File: config.mk
export PLATFORM = sky130hd
export DESIGN_NAME = camera_io_line_control
export DESIGN_NICKNAME = d
export VERILOG_FILES = /design/src/core/io_line_pkg.sv /design/src/core/camera_io_line_control.sv
export VERILOG_INCLUDE_DIRS = /design/src /design/src/core
export SDC_FILE = /design/constraint.sdc
export NUM_CORES = 1
export LEC_CHECK = 0
export BUFFER_PORTS_ARGS = -buffer_cell sky130_fd_sc_hd__buf_4
export CORE_UTILIZATION = 50
export DETAILED_ROUTE_END_ITERATION = 7
export PLACE_DENSITY_LB_ADDON = 0.25
export SLEW_MARGIN = 0
export SYNTH_ARGS = -nofsm -noshare
export SYNTH_HDL_FRONTEND = slang
export SYNTH_SLANG_ARGS = --single-unit
File: constraint.sdc
create_clock -name clk_i -period 3.65 [get_ports clk_i]
set_input_delay 0.5475 -clock clk_i [delete_from_list [all_inputs] [get_ports clk_i]]
set_output_delay 0.5475 -clock clk_i [all_outputs]
set_load 0.02 [all_outputs]
File: src/core/io_line_consts.svh
`ifndef IO_LINE_CONSTS_SVH
`define IO_LINE_CONSTS_SVH

`define CLK_MHZ 50
`define TICK_US 1
`define TICK_CYCLES (`CLK_MHZ * `TICK_US)
`define TICK_CNT_W 6

`define REG_IN_TRIG_SEL 8'h00
`define REG_LINE_SEL 8'h04
`define REG_LINE_SOURCE 8'h08
`define REG_LINE_INVERT 8'h0C
`define REG_LINE_STATUS 8'h10
`define REG_LINE_STATUS_ALL 8'h14
`define REG_USER_OUT_SEL 8'h18
`define REG_USER_OUT_VAL 8'h1C
`define REG_USER_OUT_ALL 8'h20
`define REG_TIMER_SEL 8'h24
`define REG_TIMER_TRIG_SRC 8'h28
`define REG_TIMER_DELAY 8'h2C
`define REG_TIMER_DUR 8'h30
`define REG_DELAY_BASE 8'h34
`define REG_DUR_BASE 8'h38

`define TRIG_SEL_RESET 2'h1
`define DELAY_MAX 12'hFFF
`define DUR_MIN 12'h001
`define BASE_RESET 16'h0001
`define RAW_W 12
`define BASE_W 16
`endif

File: src/core/io_line_pkg.sv
package io_line_pkg;
    typedef enum logic [1:0] {
        SRC_EXPOSURE = 2'h0,
        SRC_TRIG_READY = 2'h1,
        SRC_TIMER = 2'h2,
        SRC_USER = 2'h3
    } line_source_t;

    typedef enum logic [2:0] {
        TMR_IDLE = 3'b001,
        TMR_DELAY = 3'b010,
        TMR_HIGH = 3'b100
    } timer_state_t;
endpackage : io_line_pkg

File: src/core/camera_io_line_control.sv
`timescale 1ns/1ps
`default_nettype none
`include "io_line_consts.svh"

// Behaviour
// Two synchronised input lines and four output lines, each configurable and readable.
// Reset routes input line 1 to the hardware trigger.
// One trigger selector register, so a new choice releases the old line.
// The trigger line reads as zero in user status.
// User input levels readable per selected line and as a combined word.
// Per output line source: exposure active, trigger ready, timer, or user level.
// Reset drives line 1 from exposure active and line 2 from trigger ready.
// Selected user output set by a boolean and read back.
// Low four bits of a 32-bit word set all user outputs together.
// User level is applied before the inverter.
// Per line inversion enable complements the chosen source.
// Each timer waits delay low, then high for duration, then low.
// Exposure start is the sole timer trigger source.
// Timer N drives only output line N.
// Inversion gives high during delay and low during duration.
// Timer selector picks which timer's settings are written.
// Delay is raw count 0..4095 times the delay time base; a raw count of 0 runs as 1.
// One delay time base shared by all timers, in microsecond steps.
// Duration is raw count 1..4095 times the shared duration time base.
// A one-microsecond tick advances the timer counters.
// Triggers during a running timer are ignored.
// Inputs pass two flip-flop stages before use.
module camera_io_line_control
    import io_line_pkg::*;
(
    input wire logic clk_i,
    input wire logic rst_i,
    input wire logic ce_i,
    input wire logic [1:0] line_in_i,
    input wire logic exposure_active_i,
    input wire logic trigger_ready_i,
    output logic hw_trigger_input_o,
    output logic [3:0] line_out_o,
    input wire logic wb_cyc_i,
    input wire logic wb_stb_i,
    input wire logic wb_we_i,
    input wire logic [7:0] wb_adr_i,
    input wire logic [3:0] wb_sel_i,
    input wire logic [31:0] wb_dat_i,
    output logic [31:0] wb_dat_o,
    output logic wb_ack_o
);

    function automatic logic [1:0] sel_index(input logic [31:0] value);
        sel_index = value[1:0];
    endfunction : sel_index

    // Timer N is wired only to pin N, so the timer level handed in is always the pin's own timer.
    function automatic logic source_level(input line_source_t src, input logic expo, input logic rdy,
        input logic tmr, input logic usr);
        source_level = 1'b0;
        unique case (src)
            SRC_EXPOSURE: source_level = expo;
            SRC_TRIG_READY: source_level = rdy;
            SRC_TIMER: source_level = tmr;
            SRC_USER: source_level = usr;
        endcase
    endfunction : source_level

    logic [1:0] sync1_ff;
    logic [1:0] sync2_ff;
    logic [1:0] trig_sel_ff;
    logic [1:0] line_sel_ff;
    logic [1:0] user_sel_ff;
    logic [1:0] timer_sel_ff;
    logic [1:0] line_src_ff [4];
    logic [3:0] invert_ff;
    logic [3:0] user_val_ff;
    logic [3:0] timer_arm_ff;
    logic [`RAW_W-1:0] delay_raw_ff [4];
    logic [`RAW_W-1:0] dur_raw_ff [4];
    logic [`BASE_W-1:0] delay_base_ff;
    logic [`BASE_W-1:0] dur_base_ff;
    logic [`TICK_CNT_W-1:0] tick_cnt_ff;
    logic tick_ff;
    logic exp_dly_ff;
    logic [1:0] user_in;
    logic exp_start;
    logic wr;
    logic rd_req;
    logic [31:0] nxt_rdata;

    assign wr = wb_cyc_i && wb_stb_i && wb_we_i && !wb_ack_o && wb_sel_i[0];
    assign rd_req = wb_cyc_i && wb_stb_i && !wb_ack_o;
    assign exp_start = exposure_active_i && !exp_dly_ff;

    always_ff @(posedge clk_i)
    begin
        if (rst_i)
        begin
            sync1_ff <= 2'h0;
            sync2_ff <= 2'h0;
        end
        else if (ce_i)
        begin
            sync1_ff <= line_in_i;
            sync2_ff <= sync1_ff;
        end
    end

    // Selector value 1 is input line 1 (bit 0), 2 is input line 2; 0 detaches the trigger.
    always_comb
    begin
        hw_trigger_input_o = 1'b0;
        user_in = sync2_ff;
        if (trig_sel_ff == 2'h1)
        begin
            hw_trigger_input_o = sync2_ff[0];
            user_in[0] = 1'b0;
        end
        else if (trig_sel_ff == 2'h2)
        begin
            hw_trigger_input_o = sync2_ff[1];
            user_in[1] = 1'b0;
        end
    end

    always_ff @(posedge clk_i)
    begin
        if (rst_i)
        begin
            tick_cnt_ff <= '0;
            tick_ff <= 1'b0;
            exp_dly_ff <= 1'b0;
        end
        else if (ce_i)
        begin
            exp_dly_ff <= exposure_active_i;
            tick_ff <= 1'b0;
            if (tick_cnt_ff == `TICK_CNT_W'(`TICK_CYCLES - 1))
            begin
                tick_cnt_ff <= '0;
                tick_ff <= 1'b1;
            end
            else
            begin
                tick_cnt_ff <= tick_cnt_ff + `TICK_CNT_W'(1);
            end
        end
    end

    // The 16-bit base prescaler feeds the 12-bit raw counter; a zero delay still takes one delay time base period.
    generate
        for (genvar g = 0; g < 4; g++)
        begin : gen_timer
            timer_state_t state_ff;
            logic [`BASE_W-1:0] base_cnt_ff;
            logic [`RAW_W-1:0] raw_cnt_ff;
            logic base_done;
            logic timer_high;
            logic pin_ff;
            assign base_done = tick_ff && (base_cnt_ff == 16'h0001 || base_cnt_ff == 16'h0000);
            always_ff @(posedge clk_i)
            begin
                if (rst_i)
                begin
                    state_ff <= TMR_IDLE;
                    base_cnt_ff <= '0;
                    raw_cnt_ff <= '0;
                end
                else if (ce_i)
                begin
                    unique case (state_ff)
                        TMR_IDLE:
                        begin
                            if (exp_start && timer_arm_ff[g])
                            begin
                                state_ff <= TMR_DELAY;
                                base_cnt_ff <= delay_base_ff;
                                raw_cnt_ff <= delay_raw_ff[g];
                            end
                        end
                        TMR_DELAY:
                        begin
                            if (tick_ff)
                            begin
                                base_cnt_ff <= base_done ? delay_base_ff : base_cnt_ff - 16'h0001;
                            end
                            if (base_done && raw_cnt_ff <= 12'h001)
                            begin
                                state_ff <= TMR_HIGH;
                                base_cnt_ff <= dur_base_ff;
                                raw_cnt_ff <= dur_raw_ff[g];
                            end
                            else if (base_done)
                            begin
                                raw_cnt_ff <= raw_cnt_ff - 12'h001;
                            end
                        end
                        TMR_HIGH:
                        begin
                            if (tick_ff)
                            begin
                                base_cnt_ff <= base_done ? dur_base_ff : base_cnt_ff - 16'h0001;
                            end
                            if (base_done && raw_cnt_ff <= 12'h001)
                            begin
                                state_ff <= TMR_IDLE;
                            end
                            else if (base_done)
                            begin
                                raw_cnt_ff <= raw_cnt_ff - 12'h001;
                            end
                        end
                        default:
                        begin
                            state_ff <= TMR_IDLE;
                        end
                    endcase
                end
            end
            assign timer_high = (state_ff == TMR_HIGH);

            // Each pin register lives in its own scope, so every output bit has exactly one driver.
            always_ff @(posedge clk_i)
            begin
                if (rst_i)
                begin
                    pin_ff <= 1'b0;
                end
                else if (ce_i)
                begin
                    pin_ff <= source_level(line_source_t'(line_src_ff[g]), exposure_active_i, trigger_ready_i,
                        timer_high, user_val_ff[g]) ^ invert_ff[g];
                end
            end
        end
    endgenerate

    assign line_out_o = {gen_timer[3].pin_ff, gen_timer[2].pin_ff,
        gen_timer[1].pin_ff, gen_timer[0].pin_ff};

    always_ff @(posedge clk_i)
    begin
        if (rst_i)
        begin
            trig_sel_ff <= `TRIG_SEL_RESET;
            line_sel_ff <= '0;
            line_src_ff[0] <= SRC_EXPOSURE;
            line_src_ff[1] <= SRC_TRIG_READY;
            line_src_ff[2] <= SRC_USER;
            line_src_ff[3] <= SRC_USER;
            invert_ff <= '0;
        end
        else if (ce_i && wr)
        begin
            unique case (wb_adr_i)
                `REG_IN_TRIG_SEL: trig_sel_ff <= (wb_dat_i[1:0] == 2'h3) ? trig_sel_ff : wb_dat_i[1:0];
                `REG_LINE_SEL: line_sel_ff <= sel_index(wb_dat_i);
                `REG_LINE_SOURCE: line_src_ff[line_sel_ff] <= wb_dat_i[1:0];
                `REG_LINE_INVERT: invert_ff[line_sel_ff] <= wb_dat_i[0];
                default: ;
            endcase
        end
    end

    always_ff @(posedge clk_i)
    begin
        if (rst_i)
        begin
            user_sel_ff <= '0;
            user_val_ff <= '0;
        end
        else if (ce_i && wr)
        begin
            unique case (wb_adr_i)
                `REG_USER_OUT_SEL: user_sel_ff <= sel_index(wb_dat_i);
                `REG_USER_OUT_VAL: user_val_ff[user_sel_ff] <= wb_dat_i[0];
                `REG_USER_OUT_ALL: user_val_ff <= wb_dat_i[3:0];
                default: ;
            endcase
        end
    end

    always_ff @(posedge clk_i)
    begin
        if (rst_i)
        begin
            timer_sel_ff <= '0;
            timer_arm_ff <= '0;
            for (int i = 0; i < 4; i++)
            begin
                delay_raw_ff[i] <= '0;
                dur_raw_ff[i] <= `DUR_MIN;
            end
        end
        else if (ce_i && wr)
        begin
            unique case (wb_adr_i)
                `REG_TIMER_SEL: timer_sel_ff <= sel_index(wb_dat_i);
                `REG_TIMER_TRIG_SRC: timer_arm_ff[timer_sel_ff] <= wb_dat_i[0];
                `REG_TIMER_DELAY: delay_raw_ff[timer_sel_ff] <= wb_dat_i[11:0];
                `REG_TIMER_DUR: dur_raw_ff[timer_sel_ff] <= (wb_dat_i[11:0] == 12'h000) ? `DUR_MIN : wb_dat_i[11:0];
                default: ;
            endcase
        end
    end

    // Zero time bases are forced to one, so a timer can never stall on an empty prescaler.
    always_ff @(posedge clk_i)
    begin
        if (rst_i)
        begin
            delay_base_ff <= `BASE_RESET;
            dur_base_ff <= `BASE_RESET;
        end
        else if (ce_i && wr)
        begin
            unique case (wb_adr_i)
                `REG_DELAY_BASE: delay_base_ff <= (wb_dat_i[15:0] == 16'h0000) ? `BASE_RESET : wb_dat_i[15:0];
                `REG_DUR_BASE: dur_base_ff <= (wb_dat_i[15:0] == 16'h0000) ? `BASE_RESET : wb_dat_i[15:0];
                default: ;
            endcase
        end
    end

    // Status reads return the synchronised pins, so a user line lags its pin by two cycles.
    always_comb
    begin
        nxt_rdata = 32'h0000_0000;
        unique case (wb_adr_i)
            `REG_IN_TRIG_SEL: nxt_rdata[1:0] = trig_sel_ff;
            `REG_LINE_SEL: nxt_rdata[1:0] = line_sel_ff;
            `REG_LINE_SOURCE: nxt_rdata[1:0] = line_src_ff[line_sel_ff];
            `REG_LINE_INVERT: nxt_rdata[0] = invert_ff[line_sel_ff];
            `REG_LINE_STATUS: nxt_rdata[0] = user_in[line_sel_ff[0]];
            `REG_LINE_STATUS_ALL: nxt_rdata[5:0] = {line_out_o, user_in};
            `REG_USER_OUT_SEL: nxt_rdata[1:0] = user_sel_ff;
            `REG_USER_OUT_VAL: nxt_rdata[0] = user_val_ff[user_sel_ff];
            `REG_USER_OUT_ALL: nxt_rdata[3:0] = user_val_ff;
            `REG_TIMER_SEL: nxt_rdata[1:0] = timer_sel_ff;
            `REG_TIMER_TRIG_SRC: nxt_rdata[0] = timer_arm_ff[timer_sel_ff];
            `REG_TIMER_DELAY: nxt_rdata[11:0] = delay_raw_ff[timer_sel_ff];
            `REG_TIMER_DUR: nxt_rdata[11:0] = dur_raw_ff[timer_sel_ff];
            `REG_DELAY_BASE: nxt_rdata[15:0] = delay_base_ff;
            `REG_DUR_BASE: nxt_rdata[15:0] = dur_base_ff;
            default: nxt_rdata = 32'h0000_0000;
        endcase
    end

    always_ff @(posedge clk_i)
    begin
        if (rst_i)
        begin
            wb_ack_o <= 1'b0;
            wb_dat_o <= 32'h0000_0000;
        end
        else if (ce_i)
        begin
            wb_ack_o <= rd_req;
            wb_dat_o <= rd_req ? nxt_rdata : 32'h0000_0000;
        end
    end

endmodule : camera_io_line_control
`default_nettype wire

==> results.txt <==
----------------------------------------------------
[Finish]
  Final antenna diode count ... 0
  Area added between synthesis and finish ... 11.1%
  Share of final-layout standard cells stronger than drive strength 1 ... 0.132
  Final net count ... 2,364
  End-of-flow core utilization ... 0.569
  Count of non-filler cells in the finished layout ... 2,830

[Critical path]
  Critical Path Slowest Stage Cell ... sky130_fd_sc_hd__or4_1
  Worst path arrival time ... 3500 ps
  Worst r2r src ... tick_ff
  CP Class ... register to register
  Critical-path cell list ... inv_2, or4_1, nor3_4, a31oi_1, o2111ai_1, o211ai_1
  Data required, critical path ... a little over 4000 ps
  Type of element launching the critical path ... register
  CP endpoint kind ... register
  Dominant delay contributor by cell family on the critical path ... simple AND/OR/NAND/NOR gates
  Largest stage delay on the critical path ... 790 ps
  Launch point of the worst path ... tick_ff
  Worst reg-to-reg path cell count ... 6
  Crit path depth ... 6
  Buf/Inv on CP ... 1
  CP Max Fanout ... 12

[Timing]
  Setup-failing EPs final ... 0
  Slack of the critical path ... 595 ps
  Setup repair after global routing missed its margin ... false
  Total negative slack ... 0 ps
  Time the final worst path needs with I/O delays and setup ... 3050 ps
  Max-slew headroom at the worst pin ... 0.244
  Transition time at the pin with the least slew margin ... 1130 ps
  Skew final ... 30.6 ps
  Number of hold violations in the final report ... 0
  Timing-limited maximum frequency ... 327 MHz
  Final Slew Violations ... 0
  Share of the cycle needed by the critical path after routing ... 0.837

[Min path]
  Class of the tightest hold or removal check ... input port to register
  Launch point of the worst hold path ... line_in_i[1]
  Hold path cells ... 3

[Drt]
  DR vias/cell ... 6.91
  Per-cell routed wire length ... 26.7 um
  Post-route DRC violation count ... 0
  Drt initial violations ... 2,672
  Iteration count of the initial detailed-routing pass ... 6
  Total wire length ... 75,500 um
  Vias after detailed routing ... 19,551
  DRT antenna net count ... 0

[Global route]
  Fraction of met1 tracks used by global routing ... 0.522
  Initial antenna violation count ... 3
  Combined global-route utilization of all metal layers ... 0.380
  Wire length of the first global-routing pass ... around 110,000 um
  Vias in the first global route ... 17,698
  Met2 track utilization from global routing ... 0.545
  Grt met3 use ... 0.0761
  Maximum number of pins on one net before global-route repair ... 69
  Busiest layer in global routing ... met2
  Residual overflow from global routing ... 0

[Power and ir drop]
  Internal Pwr Total ... 6.04 mW
  Clock share of power ... 0.490
  Switching power as a share of total power ... 0.246
  Pleak ... just under 8 nW
  Comb power frac ... 0.044
  Net load switching power ... 1.97 mW
  Share of power burned in registers ... 0.466
  Worst IR drop on VDD ... around 0.42 mV
  Pwr dens ... 371 mW/mm^2

[Clocking]
  H-tree depth ... 2
  CTS tree ... built
  Total clock buffers created by CTS ... 37
  Number of buffers inserted by post-CTS setup repair ... 0
  Clock latency at the later pin of the worst-skew pair ... around 600 ps
  Root buffer cell ... sky130_fd_sc_hd__clkbuf_16
  Clock input transition at the sequential cells of the worst setup and hold paths ... 60 ps
  Number of buffers on the longest clock path ... 3
  Count of hold-fix buffers inserted at cts ... 0
  Cts repair resizes ... 0
  Clock net sink count ... 317

[Floorplan]
  # IOs ... 92
  Die height ... between 150 and 200 um
  Initial core utilization ... 0.512
  Core Footprint ... between 0.03 and 0.04 sq mm
  Std cell rows ... between 70 and 80
  Chip Width ... around 200 um
  Area of the die ... roughly 0.040 sq mm

[Outcome]
  Outcome ... finished, final reports clean

[Synth]
  Asr flop ratio synth ... 0
  Number of enable-type register cells in the synthesized netlist ... 104
  Sequential element share of the synthesized area ... 0.380
  Count of distinct cell types in the synthesized netlist ... around 100
  Average cell area after synthesis ... approximately 8.5 sq um
  Primary flip-flop cell chosen by synthesis mapping ... sky130_fd_sc_hd__dfxtp_1
  Synthesis Warnings ... 0
  Synth Cell Area ... about 0.019 sq mm
  Count of state elements after synthesis ... roughly 320
  Cells after synthesis ... approximately 2,300

[Placed design]
  Pre-CTS WS ... 488 ps
  Final estimated routing congestion in global placement ... 1.01
  Port Buffer Count ... 56
  Estimated wirelength of the detail-placed design ... ~53,000 um
  Number of placed instances, taps included ... 2,762

[Run]
  Max-cap violations ... 0

----------------------------------------------------
==> power by group through the flow <==
stage / registers, mW / clock network [mW] / logic (mW)
after floorplan: 3.78 / 0 / 0.200
after global placement: 3.81 / 0 / 0.331
after detailed placement: 3.81 / 0 / 0.336
after CTS: 3.73 / 3.94 / 0.337
after global routing: 3.73 / 4.08 / 0.364
final: 3.73 / 3.93 / 0.349
==> per-layer routing <==
metal	wire (um)	share of wire
met3	9470	0.13
met5	31	0.00041
met1	29600	0.39
met4	4940	0.065
met2	31400	0.42
==> layout by cell type, fill, tap and decap left out, types with 12 or more instances in the layout <==
cell / instances
sky130_fd_sc_hd__a211oi_1: 35
sky130_fd_sc_hd__a21oi_1: 203
sky130_fd_sc_hd__a221o_1: 13
sky130_fd_sc_hd__a221oi_1: 45
sky130_fd_sc_hd__a22o_1: 23
sky130_fd_sc_hd__a22oi_1: 35
sky130_fd_sc_hd__a31oi_1: 31
sky130_fd_sc_hd__a32oi_1: 12
sky130_fd_sc_hd__and2_1: 40
sky130_fd_sc_hd__and3_1: 28
sky130_fd_sc_hd__buf_4: 145
sky130_fd_sc_hd__clkbuf_16: 37
sky130_fd_sc_hd__conb_1: 16
sky130_fd_sc_hd__dfxtp_1: 213
sky130_fd_sc_hd__edfxtp_1: 104
sky130_fd_sc_hd__ha_1: 20
sky130_fd_sc_hd__inv_1: 69
sky130_fd_sc_hd__mux2i_1: 23
sky130_fd_sc_hd__mux4_2: 25
sky130_fd_sc_hd__nand2_1: 219
sky130_fd_sc_hd__nand2b_1: 14
sky130_fd_sc_hd__nand3_1: 40
sky130_fd_sc_hd__nand4_1: 16
sky130_fd_sc_hd__nor2_1: 217
sky130_fd_sc_hd__nor2b_1: 17
sky130_fd_sc_hd__nor3_1: 62
sky130_fd_sc_hd__nor4_1: 42
sky130_fd_sc_hd__o211ai_1: 23
sky130_fd_sc_hd__o21a_1: 13
sky130_fd_sc_hd__o21ai_0: 141
sky130_fd_sc_hd__o22ai_1: 13
sky130_fd_sc_hd__o31ai_1: 16
sky130_fd_sc_hd__o32ai_1: 23
sky130_fd_sc_hd__or2_2: 13
sky130_fd_sc_hd__or3_1: 12
sky130_fd_sc_hd__or4_1: 22
sky130_fd_sc_hd__xnor2_1: 24
sky130_fd_sc_hd__xor2_1: 22
==> synthesized netlist by cell type (17+ instances only) <==
cell type / instances / share of area
sky130_fd_sc_hd__nand3_1: 40 / 0.010
sky130_fd_sc_hd__nand2_1: 219 / 0.042
sky130_fd_sc_hd__nor2b_1: 17 / 0.0055
sky130_fd_sc_hd__a31oi_1: 31 / 0.010
sky130_fd_sc_hd__a21oi_1: 203 / 0.052
sky130_fd_sc_hd__ha_1: 20 / 0.013
sky130_fd_sc_hd__nor2_1: 218 / 0.042
sky130_fd_sc_hd__o21ai_0: 144 / 0.037
sky130_fd_sc_hd__o32ai_1: 23 / 0.010
sky130_fd_sc_hd__xnor2_1: 24 / 0.011
sky130_fd_sc_hd__a22o_1: 23 / 0.010
sky130_fd_sc_hd__or4_1: 22 / 0.0085
sky130_fd_sc_hd__dfxtp_1: 213 / 0.22
sky130_fd_sc_hd__and2_1: 40 / 0.013
sky130_fd_sc_hd__a22oi_1: 35 / 0.014
sky130_fd_sc_hd__mux4_2: 25 / 0.029
sky130_fd_sc_hd__mux2i_1: 23 / 0.012
sky130_fd_sc_hd__buf_4: 20 / 0.0077
sky130_fd_sc_hd__inv_1: 70 / 0.014
sky130_fd_sc_hd__buf_2: 18 / 0.0046
sky130_fd_sc_hd__xor2_1: 22 / 0.0099
sky130_fd_sc_hd__and3_1: 28 / 0.0090
sky130_fd_sc_hd__nor4_1: 42 / 0.014
sky130_fd_sc_hd__edfxtp_1: 104 / 0.16
sky130_fd_sc_hd__a211oi_1: 35 / 0.014
sky130_fd_sc_hd__o211ai_1: 23 / 0.0089
sky130_fd_sc_hd__nor3_1: 64 / 0.016
sky130_fd_sc_hd__clkbuf_1: 152 / 0.029
sky130_fd_sc_hd__a221oi_1: 45 / 0.020
==> kinds of logic (layout without fill, tap and decap cells) <==
family | count (synthesis) | after routing | synth area share
AND/OR/NAND/NOR | 825 | 825 | 0.219
AO/OA/AOI/OAI | 761 | 761 | 0.267
flip-flops | 317 | 317 | 0.380
buffers and inverters | 273 | 284 | 0.0593
multiplexers | 50 | 50 | 0.0419
XOR/XNOR | 46 | 46 | 0.0207
adder cells (fa/ha/maj) | 20 | 20 | 0.0129
other | 1 | 16 | 0.000193
==> area by class of cell <==
cell class / count / area (sq um)
inverters: 71 / 267
well taps: 511 / 639
fillers: 3497 / 16400
multi-input cells: 1718 / 11000
repair buffers: 145 / 1090
clock inverters: 19 / 258
flip-flops and latches: 317 / 7390
clock buffers: 49 / 1000
==> worst register-to-register path, cell delays in order, from the launching register on <==
cell                        delay, ps
sky130_fd_sc_hd__dfxtp_1          590
sky130_fd_sc_hd__inv_2            240
sky130_fd_sc_hd__or4_1            800
sky130_fd_sc_hd__nor3_4           380
sky130_fd_sc_hd__a31oi_1          440
sky130_fd_sc_hd__o2111ai_1        360
sky130_fd_sc_hd__o211ai_1         130
==> registers in the layout (all words and copies together) (netlist names), 2 cells and up, named ones only <==
register               cells
gen_timer.base_cnt_ff     64
delay_raw_ff              48
dur_raw_ff                48
gen_timer.raw_cnt_ff      48
delay_base_ff             16
dur_base_ff               16
wb_dat_o                  16
gen_timer.state_ff        12
line_src_ff                8
tick_cnt_ff                6
gen_timer.pin_ff           4
invert_ff                  4
timer_arm_ff               4
user_val_ff                4
line_sel_ff                2
sync1_ff                   2
sync2_ff                   2
timer_sel_ff               2
trig_sel_ff                2
user_sel_ff                2
==> worst paths after layout <==
kind,endpoint,slack [ps]
max,gen_timer[1].raw_cnt_ff[5],600
min,sync1_ff[1],200
max reg2reg,gen_timer[1].raw_cnt_ff[5],600
min reg2reg,gen_timer[2].raw_cnt_ff[11],490
==> through the flow <==
step	area (sq um)	hold WS, ps	power (mW)
after global routing	21600	213	8.18
after CTS	21600	191	8.00
after global placement	20400	464	4.14
after detailed placement	20400	473	4.14
after floorplan	19500	442	3.98
final	21600	205	8.01
Power figures use the tool's default switching activity.
